[src/design/csrd_defines.svh]
// Opcodes, escape nibble, execution counts, flag positions and reset values
// Functional notes
// - Two-operand object code carries the source byte before the destination byte.
// - Opcode 04, source then destination register; sum lands in the destination.
// - Register field reaches 0 to 255; escape nibble selects working register 0 to 15.
// - D8 loads extended destination from stack, then stack pointer plus one; flags kept.
// - Push decrements stack pointer, then stores; 70 register, 71 indirect, 1F 70 immediate.
// - C8 pushes an extended-address source; flags kept; 3 fetch, 2 execute.
// - AF reloads program counter from two stack bytes, stack pointer plus two.
// - Rotate left carry: old carry into bit 0, old bit 7 into carry; 10, 11.
// - Rotate right carry: old carry into bit 7, old bit 0 into carry; C0, C1.
// - Plain rotates circulate the byte, wrapped bit copied to carry; E0/E1, 90/91.
// - Rotates update carry, zero, sign, overflow; decimal-adjust and half-carry kept.
`ifndef CSRD_DEFINES_SVH
`define CSRD_DEFINES_SVH

`define CSRD_OPC_ADD_REGS 8'h04
`define CSRD_OPC_POP_EXT 8'hd8
`define CSRD_OPC_PUSH_R 8'h70
`define CSRD_OPC_PUSH_IND 8'h71
`define CSRD_OPC_PREFIX 8'h1f
`define CSRD_OPC_PUSH_EXT 8'hc8
`define CSRD_OPC_RETURN 8'haf
`define CSRD_OPC_ROTL_CARRY_REG 8'h10
`define CSRD_OPC_ROTL_CARRY_IND 8'h11
`define CSRD_OPC_ROTR_CARRY_REG 8'hc0
`define CSRD_OPC_ROTR_CARRY_IND 8'hc1
`define CSRD_OPC_ROTL_REG 8'h90
`define CSRD_OPC_ROTL_IND 8'h91
`define CSRD_OPC_ROTR_REG 8'he0
`define CSRD_OPC_ROTR_IND 8'he1

// Escape nibble marking a working-register field
`define CSRD_ESC_NIBBLE 4'he

// Execution cycle counts
`define CSRD_EXEC_TWO 3'h2
`define CSRD_EXEC_THREE 3'h3
`define CSRD_EXEC_FOUR 3'h4
`define CSRD_EXEC_ADD 3'h3

// Flag bit positions
`define CSRD_FLAG_C 7
`define CSRD_FLAG_Z 6
`define CSRD_FLAG_S 5
`define CSRD_FLAG_V 4
`define CSRD_FLAG_D 3
`define CSRD_FLAG_H 2

// Reset values
`define CSRD_SP_RESET 12'h000
`define CSRD_PC_RESET 16'h0000
`define CSRD_FLAGS_RESET 8'h00

`endif

[src/design/csrd_pkg.sv]
// Types shared by the stack and rotate decoder
package csrd_pkg;
  typedef enum logic [1:0] {
    CSRD_FETCH = 2'b01,
    CSRD_EXEC = 2'b10
  } csrd_state_t;
endpackage

[src/design/csrd_core.sv]
// Stack, return, add and rotate decode and execute core
`timescale 1ns/100ps
`default_nettype none
`include "csrd_defines.svh"

module csrd_core (
  input wire logic core_clk_i,
  input wire logic rst_i,
  input wire logic fetch_valid_i,
  input wire logic [7:0] fetch_byte_i,
  input wire logic [7:0] wreg_base_i,
  input wire logic [7:0] mem_rdata_i,
  output logic fetch_ready_o,
  output logic fetch_flush_o,
  output logic [11:0] mem_addr_o,
  output logic [7:0] mem_wdata_o,
  output logic mem_we_o,
  output logic mem_re_o,
  output logic [11:0] sp_o,
  output logic [15:0] pc_o,
  output logic [7:0] flags_o,
  output logic busy_o,
  output logic illegal_op_o
);

  // ----------------------------------------------------------------
  // Helper functions
  // ----------------------------------------------------------------
  // Register field to 12-bit address; escaped fields land in the working bank
  function automatic logic [11:0] reg_addr(input logic [7:0] f, input logic [7:0] base);
    reg_addr = (f[7:4] == `CSRD_ESC_NIBBLE) ? {base, f[3:0]} : {4'h0, f};
  endfunction

  // Bytes from opcode onward; zero means not decoded here
  function automatic logic [1:0] op_len(input logic [7:0] op);
    case (op)
      `CSRD_OPC_ADD_REGS, `CSRD_OPC_POP_EXT, `CSRD_OPC_PUSH_EXT: op_len = 2'h3;
      `CSRD_OPC_PUSH_R, `CSRD_OPC_PUSH_IND,
      `CSRD_OPC_ROTL_CARRY_REG, `CSRD_OPC_ROTL_CARRY_IND,
      `CSRD_OPC_ROTR_CARRY_REG, `CSRD_OPC_ROTR_CARRY_IND,
      `CSRD_OPC_ROTL_REG, `CSRD_OPC_ROTL_IND,
      `CSRD_OPC_ROTR_REG, `CSRD_OPC_ROTR_IND: op_len = 2'h2;
      `CSRD_OPC_RETURN: op_len = 2'h1;
      default: op_len = 2'h0;
    endcase
  endfunction

  function automatic logic [2:0] exec_len(input logic [7:0] op);
    case (op)
      `CSRD_OPC_PUSH_IND, `CSRD_OPC_ROTL_CARRY_IND, `CSRD_OPC_ROTR_CARRY_IND,
      `CSRD_OPC_ROTL_IND, `CSRD_OPC_ROTR_IND: exec_len = `CSRD_EXEC_THREE;
      `CSRD_OPC_RETURN: exec_len = `CSRD_EXEC_FOUR;
      `CSRD_OPC_ADD_REGS: exec_len = `CSRD_EXEC_ADD;
      default: exec_len = `CSRD_EXEC_TWO;
    endcase
  endfunction

  // Rotate by opcode family; returns {carry, result}
  function automatic logic [8:0] rotate(input logic [7:0] op, input logic [7:0] d,
                                        input logic c);
    case (op[7:4])
      4'h1: rotate = {d[7], d[6:0], c};
      4'hc: rotate = {d[0], c, d[7:1]};
      4'h9: rotate = {d[7], d[6:0], d[7]};
      default: rotate = {d[0], d[0], d[7:1]};
    endcase
  endfunction

  // ----------------------------------------------------------------
  // State
  // ----------------------------------------------------------------
  csrd_pkg::csrd_state_t state_ff, nxt_state;
  logic [1:0] idx_ff, nxt_idx;
  logic pre_ff, nxt_pre;
  logic [7:0] opc_ff, nxt_opc;
  logic [7:0] b1_ff, nxt_b1;
  logic [7:0] b2_ff, nxt_b2;
  logic [7:0] tmp_ff, nxt_tmp;
  logic [2:0] step_ff, nxt_step;
  logic [11:0] sp_ff, nxt_sp;
  logic [15:0] pc_ff, nxt_pc;
  logic [7:0] flags_ff, nxt_flags;
  logic [11:0] addr_ff, nxt_addr;
  logic [7:0] wdata_ff, nxt_wdata;
  logic we_ff, nxt_we;
  logic re_ff, nxt_re;
  logic ready_ff, nxt_ready;
  logic flush_ff, nxt_flush;
  logic illegal_ff, nxt_illegal;
  logic [7:0] cur_op;
  logic [8:0] rot;
  logic [8:0] sum;
  logic [4:0] half;
  logic [11:0] sp_dec;

  assign cur_op = (idx_ff == 2'h0) ? fetch_byte_i : opc_ff;
  assign rot = rotate(opc_ff, mem_rdata_i, flags_ff[`CSRD_FLAG_C]);
  assign sum = {1'b0, tmp_ff} + {1'b0, mem_rdata_i};
  assign half = {1'b0, tmp_ff[3:0]} + {1'b0, mem_rdata_i[3:0]};
  assign sp_dec = sp_ff - 12'h001;

  // ----------------------------------------------------------------
  // Next-state decode
  // ----------------------------------------------------------------
  // Memory reads are combinational: data for addr_ff is on mem_rdata_i the same cycle
  always_comb
  begin
    nxt_state = state_ff;
    nxt_idx = idx_ff;
    nxt_pre = pre_ff;
    nxt_opc = opc_ff;
    nxt_b1 = b1_ff;
    nxt_b2 = b2_ff;
    nxt_tmp = tmp_ff;
    nxt_step = step_ff;
    nxt_sp = sp_ff;
    nxt_pc = pc_ff;
    nxt_flags = flags_ff;
    nxt_addr = addr_ff;
    nxt_wdata = wdata_ff;
    nxt_we = 1'b0;
    nxt_re = 1'b0;
    nxt_ready = ready_ff;
    nxt_flush = 1'b0;
    nxt_illegal = 1'b0;
    case (state_ff)
      csrd_pkg::CSRD_FETCH:
      begin
        if (fetch_valid_i && ready_ff)
        begin
          nxt_pc = pc_ff + 16'h0001;
          if (idx_ff == 2'h0 && !pre_ff && fetch_byte_i == `CSRD_OPC_PREFIX)
            nxt_pre = 1'b1;
          else if (idx_ff == 2'h0 && (op_len(fetch_byte_i) == 2'h0 ||
                   (pre_ff && fetch_byte_i != `CSRD_OPC_PUSH_R)))
          begin
            nxt_pre = 1'b0;
            nxt_illegal = 1'b1;
          end
          else
          begin
            // Source byte is taken first, destination byte last
            if (idx_ff == 2'h0)
              nxt_opc = fetch_byte_i;
            if (idx_ff == 2'h1)
              nxt_b1 = fetch_byte_i;
            if (idx_ff == 2'h2)
              nxt_b2 = fetch_byte_i;
            nxt_idx = idx_ff + 2'h1;
            if (idx_ff + 2'h1 == op_len(cur_op))
            begin
              nxt_state = csrd_pkg::CSRD_EXEC;
              nxt_ready = 1'b0;
              nxt_step = 3'h0;
              nxt_idx = 2'h0;
              // Launch the first operand read
              case (cur_op)
                `CSRD_OPC_ADD_REGS:
                begin
                  nxt_re = 1'b1;
                  nxt_addr = reg_addr(b1_ff, wreg_base_i);
                end
                `CSRD_OPC_PUSH_EXT:
                begin
                  nxt_re = 1'b1;
                  nxt_addr = {b1_ff[3:0], fetch_byte_i};
                end
                `CSRD_OPC_POP_EXT, `CSRD_OPC_RETURN:
                begin
                  nxt_re = 1'b1;
                  nxt_addr = sp_ff;
                end
                default:
                begin
                  nxt_re = !pre_ff;
                  nxt_addr = reg_addr(fetch_byte_i, wreg_base_i);
                end
              endcase
            end
          end
        end
      end
      csrd_pkg::CSRD_EXEC:
      begin
        nxt_step = step_ff + 3'h1;
        if (step_ff == exec_len(opc_ff) - 3'h1)
        begin
          nxt_state = csrd_pkg::CSRD_FETCH;
          nxt_ready = 1'b1;
          nxt_pre = 1'b0;
        end
        case (opc_ff)
          `CSRD_OPC_ADD_REGS:
          begin
            if (step_ff == 3'h0)
            begin
              nxt_tmp = mem_rdata_i;
              nxt_re = 1'b1;
              nxt_addr = reg_addr(b2_ff, wreg_base_i);
            end
            else if (step_ff == 3'h1)
            begin
              nxt_we = 1'b1;
              nxt_wdata = sum[7:0];
              nxt_flags[`CSRD_FLAG_C] = sum[8];
              nxt_flags[`CSRD_FLAG_Z] = (sum[7:0] == 8'h00);
              nxt_flags[`CSRD_FLAG_S] = sum[7];
              nxt_flags[`CSRD_FLAG_V] = (tmp_ff[7] == mem_rdata_i[7]) && (sum[7] != tmp_ff[7]);
              nxt_flags[`CSRD_FLAG_D] = 1'b0;
              nxt_flags[`CSRD_FLAG_H] = half[4];
            end
          end
          `CSRD_OPC_POP_EXT:
          begin
            if (step_ff == 3'h0)
            begin
              nxt_we = 1'b1;
              nxt_addr = {b1_ff[3:0], b2_ff};
              nxt_wdata = mem_rdata_i;
              nxt_sp = sp_ff + 12'h001;
            end
          end
          `CSRD_OPC_RETURN:
          begin
            if (step_ff == 3'h0)
            begin
              nxt_tmp = mem_rdata_i;
              nxt_re = 1'b1;
              nxt_addr = sp_ff + 12'h001;
            end
            else if (step_ff == 3'h1)
            begin
              nxt_pc = {tmp_ff, mem_rdata_i};
              nxt_sp = sp_ff + 12'h002;
              nxt_flush = 1'b1;
            end
          end
          `CSRD_OPC_PUSH_R, `CSRD_OPC_PUSH_EXT, `CSRD_OPC_PUSH_IND:
          begin
            // Indirect form spends one extra step chasing the pointer
            if (opc_ff == `CSRD_OPC_PUSH_IND && step_ff == 3'h0)
            begin
              nxt_re = 1'b1;
              nxt_addr = {4'h0, mem_rdata_i};
            end
            else if (step_ff == ((opc_ff == `CSRD_OPC_PUSH_IND) ? 3'h1 : 3'h0))
            begin
              nxt_sp = sp_dec;
              nxt_we = 1'b1;
              nxt_addr = sp_dec;
              nxt_wdata = pre_ff ? b1_ff : mem_rdata_i;
            end
          end
          default:
          begin
            // Rotates; odd opcodes are the indirect forms
            if (opc_ff[0] && step_ff == 3'h0)
            begin
              nxt_re = 1'b1;
              nxt_addr = {4'h0, mem_rdata_i};
            end
            else if (step_ff == {2'h0, opc_ff[0]})
            begin
              nxt_we = 1'b1;
              nxt_wdata = rot[7:0];
              nxt_flags[`CSRD_FLAG_C] = rot[8];
              nxt_flags[`CSRD_FLAG_Z] = (rot[7:0] == 8'h00);
              nxt_flags[`CSRD_FLAG_S] = rot[7];
              nxt_flags[`CSRD_FLAG_V] = rot[7] ^ mem_rdata_i[7];
            end
          end
        endcase
      end
      default:
      begin
        nxt_state = csrd_pkg::CSRD_FETCH;
        nxt_ready = 1'b1;
      end
    endcase
  end

  // ----------------------------------------------------------------
  // Sequencer and operand registers
  // ----------------------------------------------------------------
  always_ff @(posedge core_clk_i or posedge rst_i)
  begin
    if (rst_i)
    begin
      state_ff <= csrd_pkg::CSRD_FETCH;
      idx_ff <= 2'h0;
      pre_ff <= 1'b0;
      opc_ff <= 8'h00;
      b1_ff <= 8'h00;
      b2_ff <= 8'h00;
      tmp_ff <= 8'h00;
      step_ff <= 3'h0;
      ready_ff <= 1'b1;
      flush_ff <= 1'b0;
      illegal_ff <= 1'b0;
    end
    else
    begin
      state_ff <= nxt_state;
      idx_ff <= nxt_idx;
      pre_ff <= nxt_pre;
      opc_ff <= nxt_opc;
      b1_ff <= nxt_b1;
      b2_ff <= nxt_b2;
      tmp_ff <= nxt_tmp;
      step_ff <= nxt_step;
      ready_ff <= nxt_ready;
      flush_ff <= nxt_flush;
      illegal_ff <= nxt_illegal;
    end
  end

  // Architectural state: stack pointer, program counter, flags
  always_ff @(posedge core_clk_i or posedge rst_i)
  begin
    if (rst_i)
    begin
      sp_ff <= `CSRD_SP_RESET;
      pc_ff <= `CSRD_PC_RESET;
      flags_ff <= `CSRD_FLAGS_RESET;
    end
    else
    begin
      sp_ff <= nxt_sp;
      pc_ff <= nxt_pc;
      flags_ff <= nxt_flags;
    end
  end

  // Memory port; registered so the register file sees clean strobes
  always_ff @(posedge core_clk_i or posedge rst_i)
  begin
    if (rst_i)
    begin
      addr_ff <= 12'h000;
      wdata_ff <= 8'h00;
      we_ff <= 1'b0;
      re_ff <= 1'b0;
    end
    else
    begin
      addr_ff <= nxt_addr;
      wdata_ff <= nxt_wdata;
      we_ff <= nxt_we;
      re_ff <= nxt_re;
    end
  end

  assign fetch_ready_o = ready_ff;
  assign fetch_flush_o = flush_ff;
  assign mem_addr_o = addr_ff;
  assign mem_wdata_o = wdata_ff;
  assign mem_we_o = we_ff;
  assign mem_re_o = re_ff;
  assign sp_o = sp_ff;
  assign pc_o = pc_ff;
  assign flags_o = flags_ff;
  assign busy_o = state_ff[1];
  assign illegal_op_o = illegal_ff;

endmodule

`default_nettype wire

[config.mk]
export PLATFORM = sky130hd
export DESIGN_NAME = csrd_core
export DESIGN_NICKNAME = d
export VERILOG_FILES = /design/src/design/csrd_pkg.sv /design/src/design/csrd_core.sv
export VERILOG_INCLUDE_DIRS = /design/src /design/src/design
export SDC_FILE = /design/constraint.sdc
export NUM_CORES = 1
export LEC_CHECK = 0
export BUFFER_PORTS_ARGS = -buffer_cell sky130_fd_sc_hd__buf_2
export CORE_UTILIZATION = 35
export CTS_CLUSTER_DIAMETER = 40
export CTS_CLUSTER_SIZE = 30
export DETAILED_ROUTE_END_ITERATION = 6
export HOLD_SLACK_MARGIN = 0.02
export PLACE_DENSITY = 0.54
export SETUP_SLACK_MARGIN = 0.5
export SYNTH_ARGS = -nofsm -noshare
export SYNTH_HDL_FRONTEND = slang
export SYNTH_SLANG_ARGS = --single-unit
[constraint.sdc]
create_clock -name core_clk_i -period 3.4 [get_ports core_clk_i]
set_input_delay 0.51 -clock core_clk_i [delete_from_list [all_inputs] [get_ports core_clk_i]]
set_output_delay 0.51 -clock core_clk_i [all_outputs]
set_load 0.01 [all_outputs]
# Word level (Yosys, flattened, before mapping)

Index checks and enable logic that the tools add are counted.

Input bits: 27
Output and inout bits: 62
Bits in registers: 98

$add $sub $neg: 9
Equal/unequal tests: 80
Bitwise operators: 6
Reductions and logical operators: 42
Muxes and demuxes: 100

Operators by type and width:

| cell                                           | number |
|---|---|
| == test 8 bit (second input constant)          | 24 |
| two-way mux 12 bit                             | 16 |
| two-way mux 8 bit                              | 9 |
| one-hot mux 12 bit (3 select lines)            | 2 |
| two-way mux 16 bit                             | 4 |
| == test 8 x 5 -> 1 bit (second input constant) | 6 |
| == test 8 x 7 -> 1 bit (second input constant) | 6 |
| one-hot mux 12 bit (4 select lines)            | 1 |
| one-hot mux 16 bit (2 select lines)            | 1 |
| one-hot mux 8 bit (4 select lines)             | 1 |
| two-way mux 1 bit                              | 31 |
| inequality test 2 bit (second input constant)  | 15 |
| one-hot mux 9 bit (3 select lines)             | 1 |
| two-way mux 2 bit                              | 13 |
| AND reduction 5 bit                            | 5 |
| == test 8 x 3 -> 1 bit (second input constant) | 3 |
| one-hot mux 12 bit (2 select lines)            | 1 |
| == test 4 bit (second input constant)          | 5 |
| OR reduction 10 bit                            | 2 |
| adder 16 x 1 -> 16 bit (second input constant) | 1 |
| logical NOT 8 bit                              | 2 |
| two-way mux 3 bit                              | 5 |
| adder 12 x 1 -> 12 bit (second input constant) | 1 |
| adder 12 x 2 -> 12 bit (second input constant) | 1 |
| other kinds (51)                               | 81 |

# Logic depth before layout (Yosys ltp)

Depth after elaboration: 19
Depth in mapped cells: 12

# Worst setup path after synthesis

Ideal clock, no wire load.

Path type: reg2reg
Start point: register idx_ff[0]
End point: register addr_ff[0] (netlist: mem_addr_o[0])
Arrival time: 2988 ps
Period minus slack after synthesis: 3113 ps
Stages on the path, launching flop included: 12
Buffers on the path: 2
Setup slack: 287 ps
Cells stage by stage: dfrtp_1 > inv_1 > ha_1 > buf_2 > mux2i_1 > or3b_1 > a211oi_1 > xnor2_1 > a311oi_4 > nor4_4 > buf_6 > mux2_4

Longest elaborated chain between the ends: 12
Elaborated cells between the ends (all ways): 39

RTL lines:

| what                                                             | RTL line                                            | RTL |
|---|---|---|
| start, declared                                                  | csrd_core.sv:73                                     | `logic [1:0] idx_ff, nxt_idx;` |
| start signal, assigned                                           | csrd_core.sv:304                                    | `idx_ff <= nxt_idx;` |
| logical NOT 2 bit                                                | csrd_core.sv:96, csrd_core.sv:132, csrd_core.sv:134 |  |
| two-way mux 8 bit                                                | n/a                                                 |  |
| == test 8 x 7 -> 1 bit, or another cell as far along             | csrd_core.sv:36                                     | `case (op)` |
| OR reduction 10 bit / OR reduction 3 bit (equally long branches) | csrd_core.sv:36                                     |  |
| one-hot mux 2 bit (3 select lines)                               | csrd_core.sv:36                                     |  |
| two-way mux 2 bit                                                | csrd_core.sv:134                                    | `else if (idx_ff == 2'h0 && (op_len(fetch_byte_i) == 2'h0 \|\|` |
| two-way mux 2 bit                                                | csrd_core.sv:132                                    | `` if (idx_ff == 2'h0 && !pre_ff && fetch_byte_i == `CSRD_OPC_PREFIX) `` |
| two-way mux 2 bit                                                | csrd_core.sv:129                                    | `if (fetch_valid_i && ready_ff)` |
| two-way mux 2 bit                                                | csrd_core.sv:126                                    | `case (state_ff)` |
| == test 2 bit                                                    | csrd_core.sv:150                                    | `if (idx_ff + 2'h1 == op_len(cur_op))` |
| inequality test 2 bit (no line)                                  | n/a                                                 |  |
| AND reduction 10 bit (no line)                                   | n/a                                                 |  |
| end signal, assigned                                             | csrd_core.sv:346                                    | `addr_ff <= nxt_addr;` |
| end, declared                                                    | csrd_core.sv:83                                     | `logic [11:0] addr_ff, nxt_addr;` |

Several ways; a longest one is shown, not always the timed one. The select of a mux whose other input is x is not followed.
A chain may end at the register's enable or synchronous reset.

# Worst setup path after layout

Start point: register opc_ff[7]
End point: register addr_ff[7] (netlist: mem_addr_o[7])

Longest elaborated chain between the ends: 11
Elaborated cells between the ends (all ways): 49

RTL lines:

| what                                                             | RTL line         | RTL |
|---|---|---|
| start, declared                                                  | csrd_core.sv:75  | `logic [7:0] opc_ff, nxt_opc;` |
| start signal, assigned                                           | csrd_core.sv:306 | `opc_ff <= nxt_opc;` |
| two-way mux 8 bit                                                | n/a              |  |
| == test 8 x 7 -> 1 bit, or another cell as far along             | csrd_core.sv:36  |  |
| OR reduction 10 bit / OR reduction 3 bit (equally long branches) | csrd_core.sv:36  |  |
| one-hot mux 2 bit (3 select lines)                               | csrd_core.sv:36  |  |
| two-way mux 2 bit                                                | csrd_core.sv:134 |  |
| two-way mux 2 bit                                                | csrd_core.sv:132 |  |
| two-way mux 2 bit                                                | csrd_core.sv:129 |  |
| two-way mux 2 bit                                                | csrd_core.sv:126 |  |
| == test 2 bit                                                    | csrd_core.sv:150 |  |
| inequality test 2 bit (no line)                                  | n/a              |  |
| AND reduction 10 bit (no line)                                   | n/a              |  |

Several ways; a longest one is shown, not always the timed one. The select of a mux whose other input is x is not followed.

==> results by group <==
STA
  • Worst Skew: 9.081 ps
  • Final-report setup violation count: 0
  • Hold Fails Final Rpt: 0
  • Unrepaired setup endpoints after global routing: true
  • Hold WS: 239.9 ps
  • Post-layout minimum cycle time: 2890 ps
  • Tightest Pin Transition: 689.8 ps
  • Rel. slew slack: 53.84%
  • Max Slew Vio Count: 0
  • Setup TNS: 0 ps
  • Achievable frequency: 346.0 MHz
  • Final Cycle Share: 85.01%

Routing
  • Detailed-route wire length: 25440 um
  • ANT nets after route: 0
  • DRT iter0 DRCs: 567
  • DR WL/cell: 20.71 um
  • # DRC: 2
  • First drt pass iteration count: 7
  • Via-to-Cell Ratio: 5.924
  • Vias: 7275

Pwr
  • Leak pwr: 0.003841 uW
  • Power Density: 705.5 nW/um2
  • Peak supply drop: 0.3087 mV
  • Design Power: 6291 uW

Die
  • Die area: 21980 um2
  • Row count: 53
  • Die Wd: about 150 um
  • CORE AREA: 21020 um2
  • Top Ports: 89
  • Die height: 148.3 um
  • Initial Utilization: 35.62%

Yosys
  • Gate Count Post-Synth: 861
  • Post-synthesis sequential area ratio: around a third
  • Post-Syn Area: 7488 um2
  • Post-synthesis register bit count: 97
  • Top cell type by total area after synthesis: dfrtp_1
  • Distinct cells, synth: 90
  • Ys flop type: dfrtp_1
  • Top cells by area in the synthesized netlist: dfrtp_1, mux2_2, a21oi_1
  • Fraction of registers with async set/reset: 100.0%
  • Yosys warns: 0
  • Synth Area per Inst: 8.697 um2
  • Synth top area share: 32.08%
  • Post-synth EDFFs: 0

Global routing
  • Vias in the first global route: 6926
  • GR met1 Demand/Resource: about a third
  • Grt met3 use: 3.221%
  • Top Usage Layer GRT: met2
  • Number of antenna violations at the first check in global routing: 0
  • Met2 track demand over resource: 37.58%
  • Largest net degree at the start of global routing: 44
  • Total GRT Usage: 23.32%
  • First-pass GRT wire length: 39670 um
  • Remaining global-route overflow: 0

Clocking
  • Root buf cell: clkbuf_16
  • Count of clock tree sinks: 97
  • H-tree depth: 3
  • Worst-Skew Late Latency: 360 ps
  • Clk buf depth: 2
  • Post-CTS Hold Fix Bufs: 0
  • CTS Buf Count: 9
  • Clk slew on worst S/H paths: 70 ps
  • CTS tree: built

Critical path
  • WP data required: 3640 ps
  • Reg2reg setup slack: just over 500 ps
  • Worst setup SP type: flop
  • CP max FO: 12
  • Worst r2r src: opc_ff[7]$_DFFE_PP0P_
  • CP Class: flop to flop
  • CP endpoint kind: flop
  • Reg2Reg Depth: 11
  • RR Endpoint: mem_addr_o[7]$_DFFE_PP0P_
  • WP data arrival: 3130 ps

Cells and area
  • Layout cell share with drive strength beyond 1: 28.86%
  • Filler instances: 2107
  • Total Nets Final: 999
  • Fin area: 8917 um2
  • Diode count: 0
  • Sequential cell area: between 2000 and 2500 um2
  • Multi-input gate area: 4836 um2
  • Post-layout util: a little over two fifths
  • Synthesis-to-finish area growth: 19.08%

Run status
  • Status: finished with violations
  • Failing checks: design-rule violations

Worst hold path
  • Hold crit path type: input port to async pin

Run
  • Max cap viols: 0

Place
  • IO buf count: 85
  • DP Area: 8325 um2
  • Dpl hpwl: 18680 um
  • RePlAce Congestion: 0.9436
layout by cell type (no fill, tap or decap), types with 13 or more instances in the layout:
cell and count:
buf_4 53, nand3_1 33, ha_1 21, nor2_1 69
o21ai_0 52, xnor2_1 13, a221oi_1 23, mux2_2 34
nor3_1 14, a31oi_1 16, dfrtp_1 89, inv_1 17
nand2_1 77, o22ai_1 14, buf_2 85, a21oi_1 63
registers in the layout, indices dropped and copies added, names as in the netlist, 2 cells and up:
register and cells:
b1_ff 8, mem_addr_o 12, opc_ff 8, b2_ff 8, mem_wdata_o 8, idx_ff 2
tmp_ff 8, flags_o 5, sp_o 12, step_ff 3, pc_o 16, state_ff 2
worst max path at each step:
stage          depth (start not counted)                         to             startpoint  slack [ps]
2_1_floorplan                         10     step_ff[2]$_DFFE_PP0P_  idx_ff[0]$_DFFE_PP0P_         520
3_5_place_dp                           9     step_ff[2]$_DFFE_PP0P_  idx_ff[1]$_DFFE_PP0P_         190
5_1_grt                               10  mem_addr_o[7]$_DFFE_PP0P_  opc_ff[7]$_DFFE_PP0P_         440
6_report                              11  mem_addr_o[7]$_DFFE_PP0P_  opc_ff[7]$_DFFE_PP0P_         510
4_1_cts                                9  mem_addr_o[7]$_DFFE_PP0P_    sp_o[2]$_DFFE_PP0P_         510
3_3_place_gp                           8       b2_ff[3]$_DFFE_PP0P_        fetch_byte_i[4]         240
cell type report:
class / instances / area share (%)
multi-input cells: 676 / 54.23
flip-flops and latches: 97 / 27.33
repair buffers: 144 / 10.54
well taps: 275 / 3.859
clock buffers: 11 / 2.722
inverters: 20 / 0.9120
clock inverters: 5 / 0.4069
what timing repair did:
item | 4_1_cts | 5_1_grt
buffers inserted | 2 | 13
cloned | 0 | 1
setup endpoints to repair | 26 | 54
pin swaps | 1 | 1
resized for setup | 10 | 34
report_power, final:
group	total (uW)	switching, uW	leakage [uW]	internal, uW
Combinational	3170	1660	0.00248	1510
Clock	997	474	0.000141	523
Sequential	2120	557	0.00122	1570
worst max-delay path: stages (launching register included):
cell	delay (ps)
dfrtp_1	470
buf_4	240
nand4b_1	190
nor4_2	60
buf_4	170
a21boi_0	270
buf_4	250
o221ai_1	130
a221oi_1	430
a211oi_1	140
buf_4	160
mux2_4	250
cells by family (layout without fill, tap and decap cells):
| kind of cell | Yosys count | count (layout) | synth area share (%) |
|---|---|---|---|
| compound gates | 274 | 274 | 25.41 |
| xor+xnor | 18 | 18 | 2.105 |
| fa+ha+maj | 24 | 24 | 4.110 |
| buf+inv | 90 | 180 | 5.263 |
| flops | 97 | 97 | 32.43 |
| mux | 57 | 57 | 9.039 |
| other cells | 1 | 3 | 0.05008 |
| simple gates | 300 | 300 | 21.59 |
routing by layer:
layer | wire length (um) | part of all wire [%] | vias up
met4 | 1003 | 3.9 | 0
met5 | 0 | 0 | -
met3 | 1328 | 5.2 | 51
li1 | - | - | 3441
met1 | 11300 | 44 | 3535
met2 | 11800 | 46 | 248
stage by stage:
stage / cells / setup WS (ps)
floorplan: 863 / 524.1
global placement: 1196 / 235.1
detailed placement: 1196 / 186.7
CTS: 1214 / 507.5
global route: 1228 / 439.1
finish: 1228 / 509.7
synth_stat cells, drive strengths merged (10+ instances only):
| cell | number |
|---|---|
| o21ai | 57 |
| xnor2 | 14 |
| a221o | 10 |
| ha | 23 |
| nand2 | 78 |
| inv | 20 |
| nor4 | 14 |
| nand3 | 33 |
| and3 | 13 |
| nor2 | 70 |
| dfrtp | 96 |
| o22ai | 14 |
| a31oi | 17 |
| clkbuf | 45 |
| buf | 25 |
| a21oi | 64 |
| nor3 | 15 |
| a221oi | 23 |
| mux2 | 45 |
| mux2i | 12 |
Power figures use the tool's default switching activity.
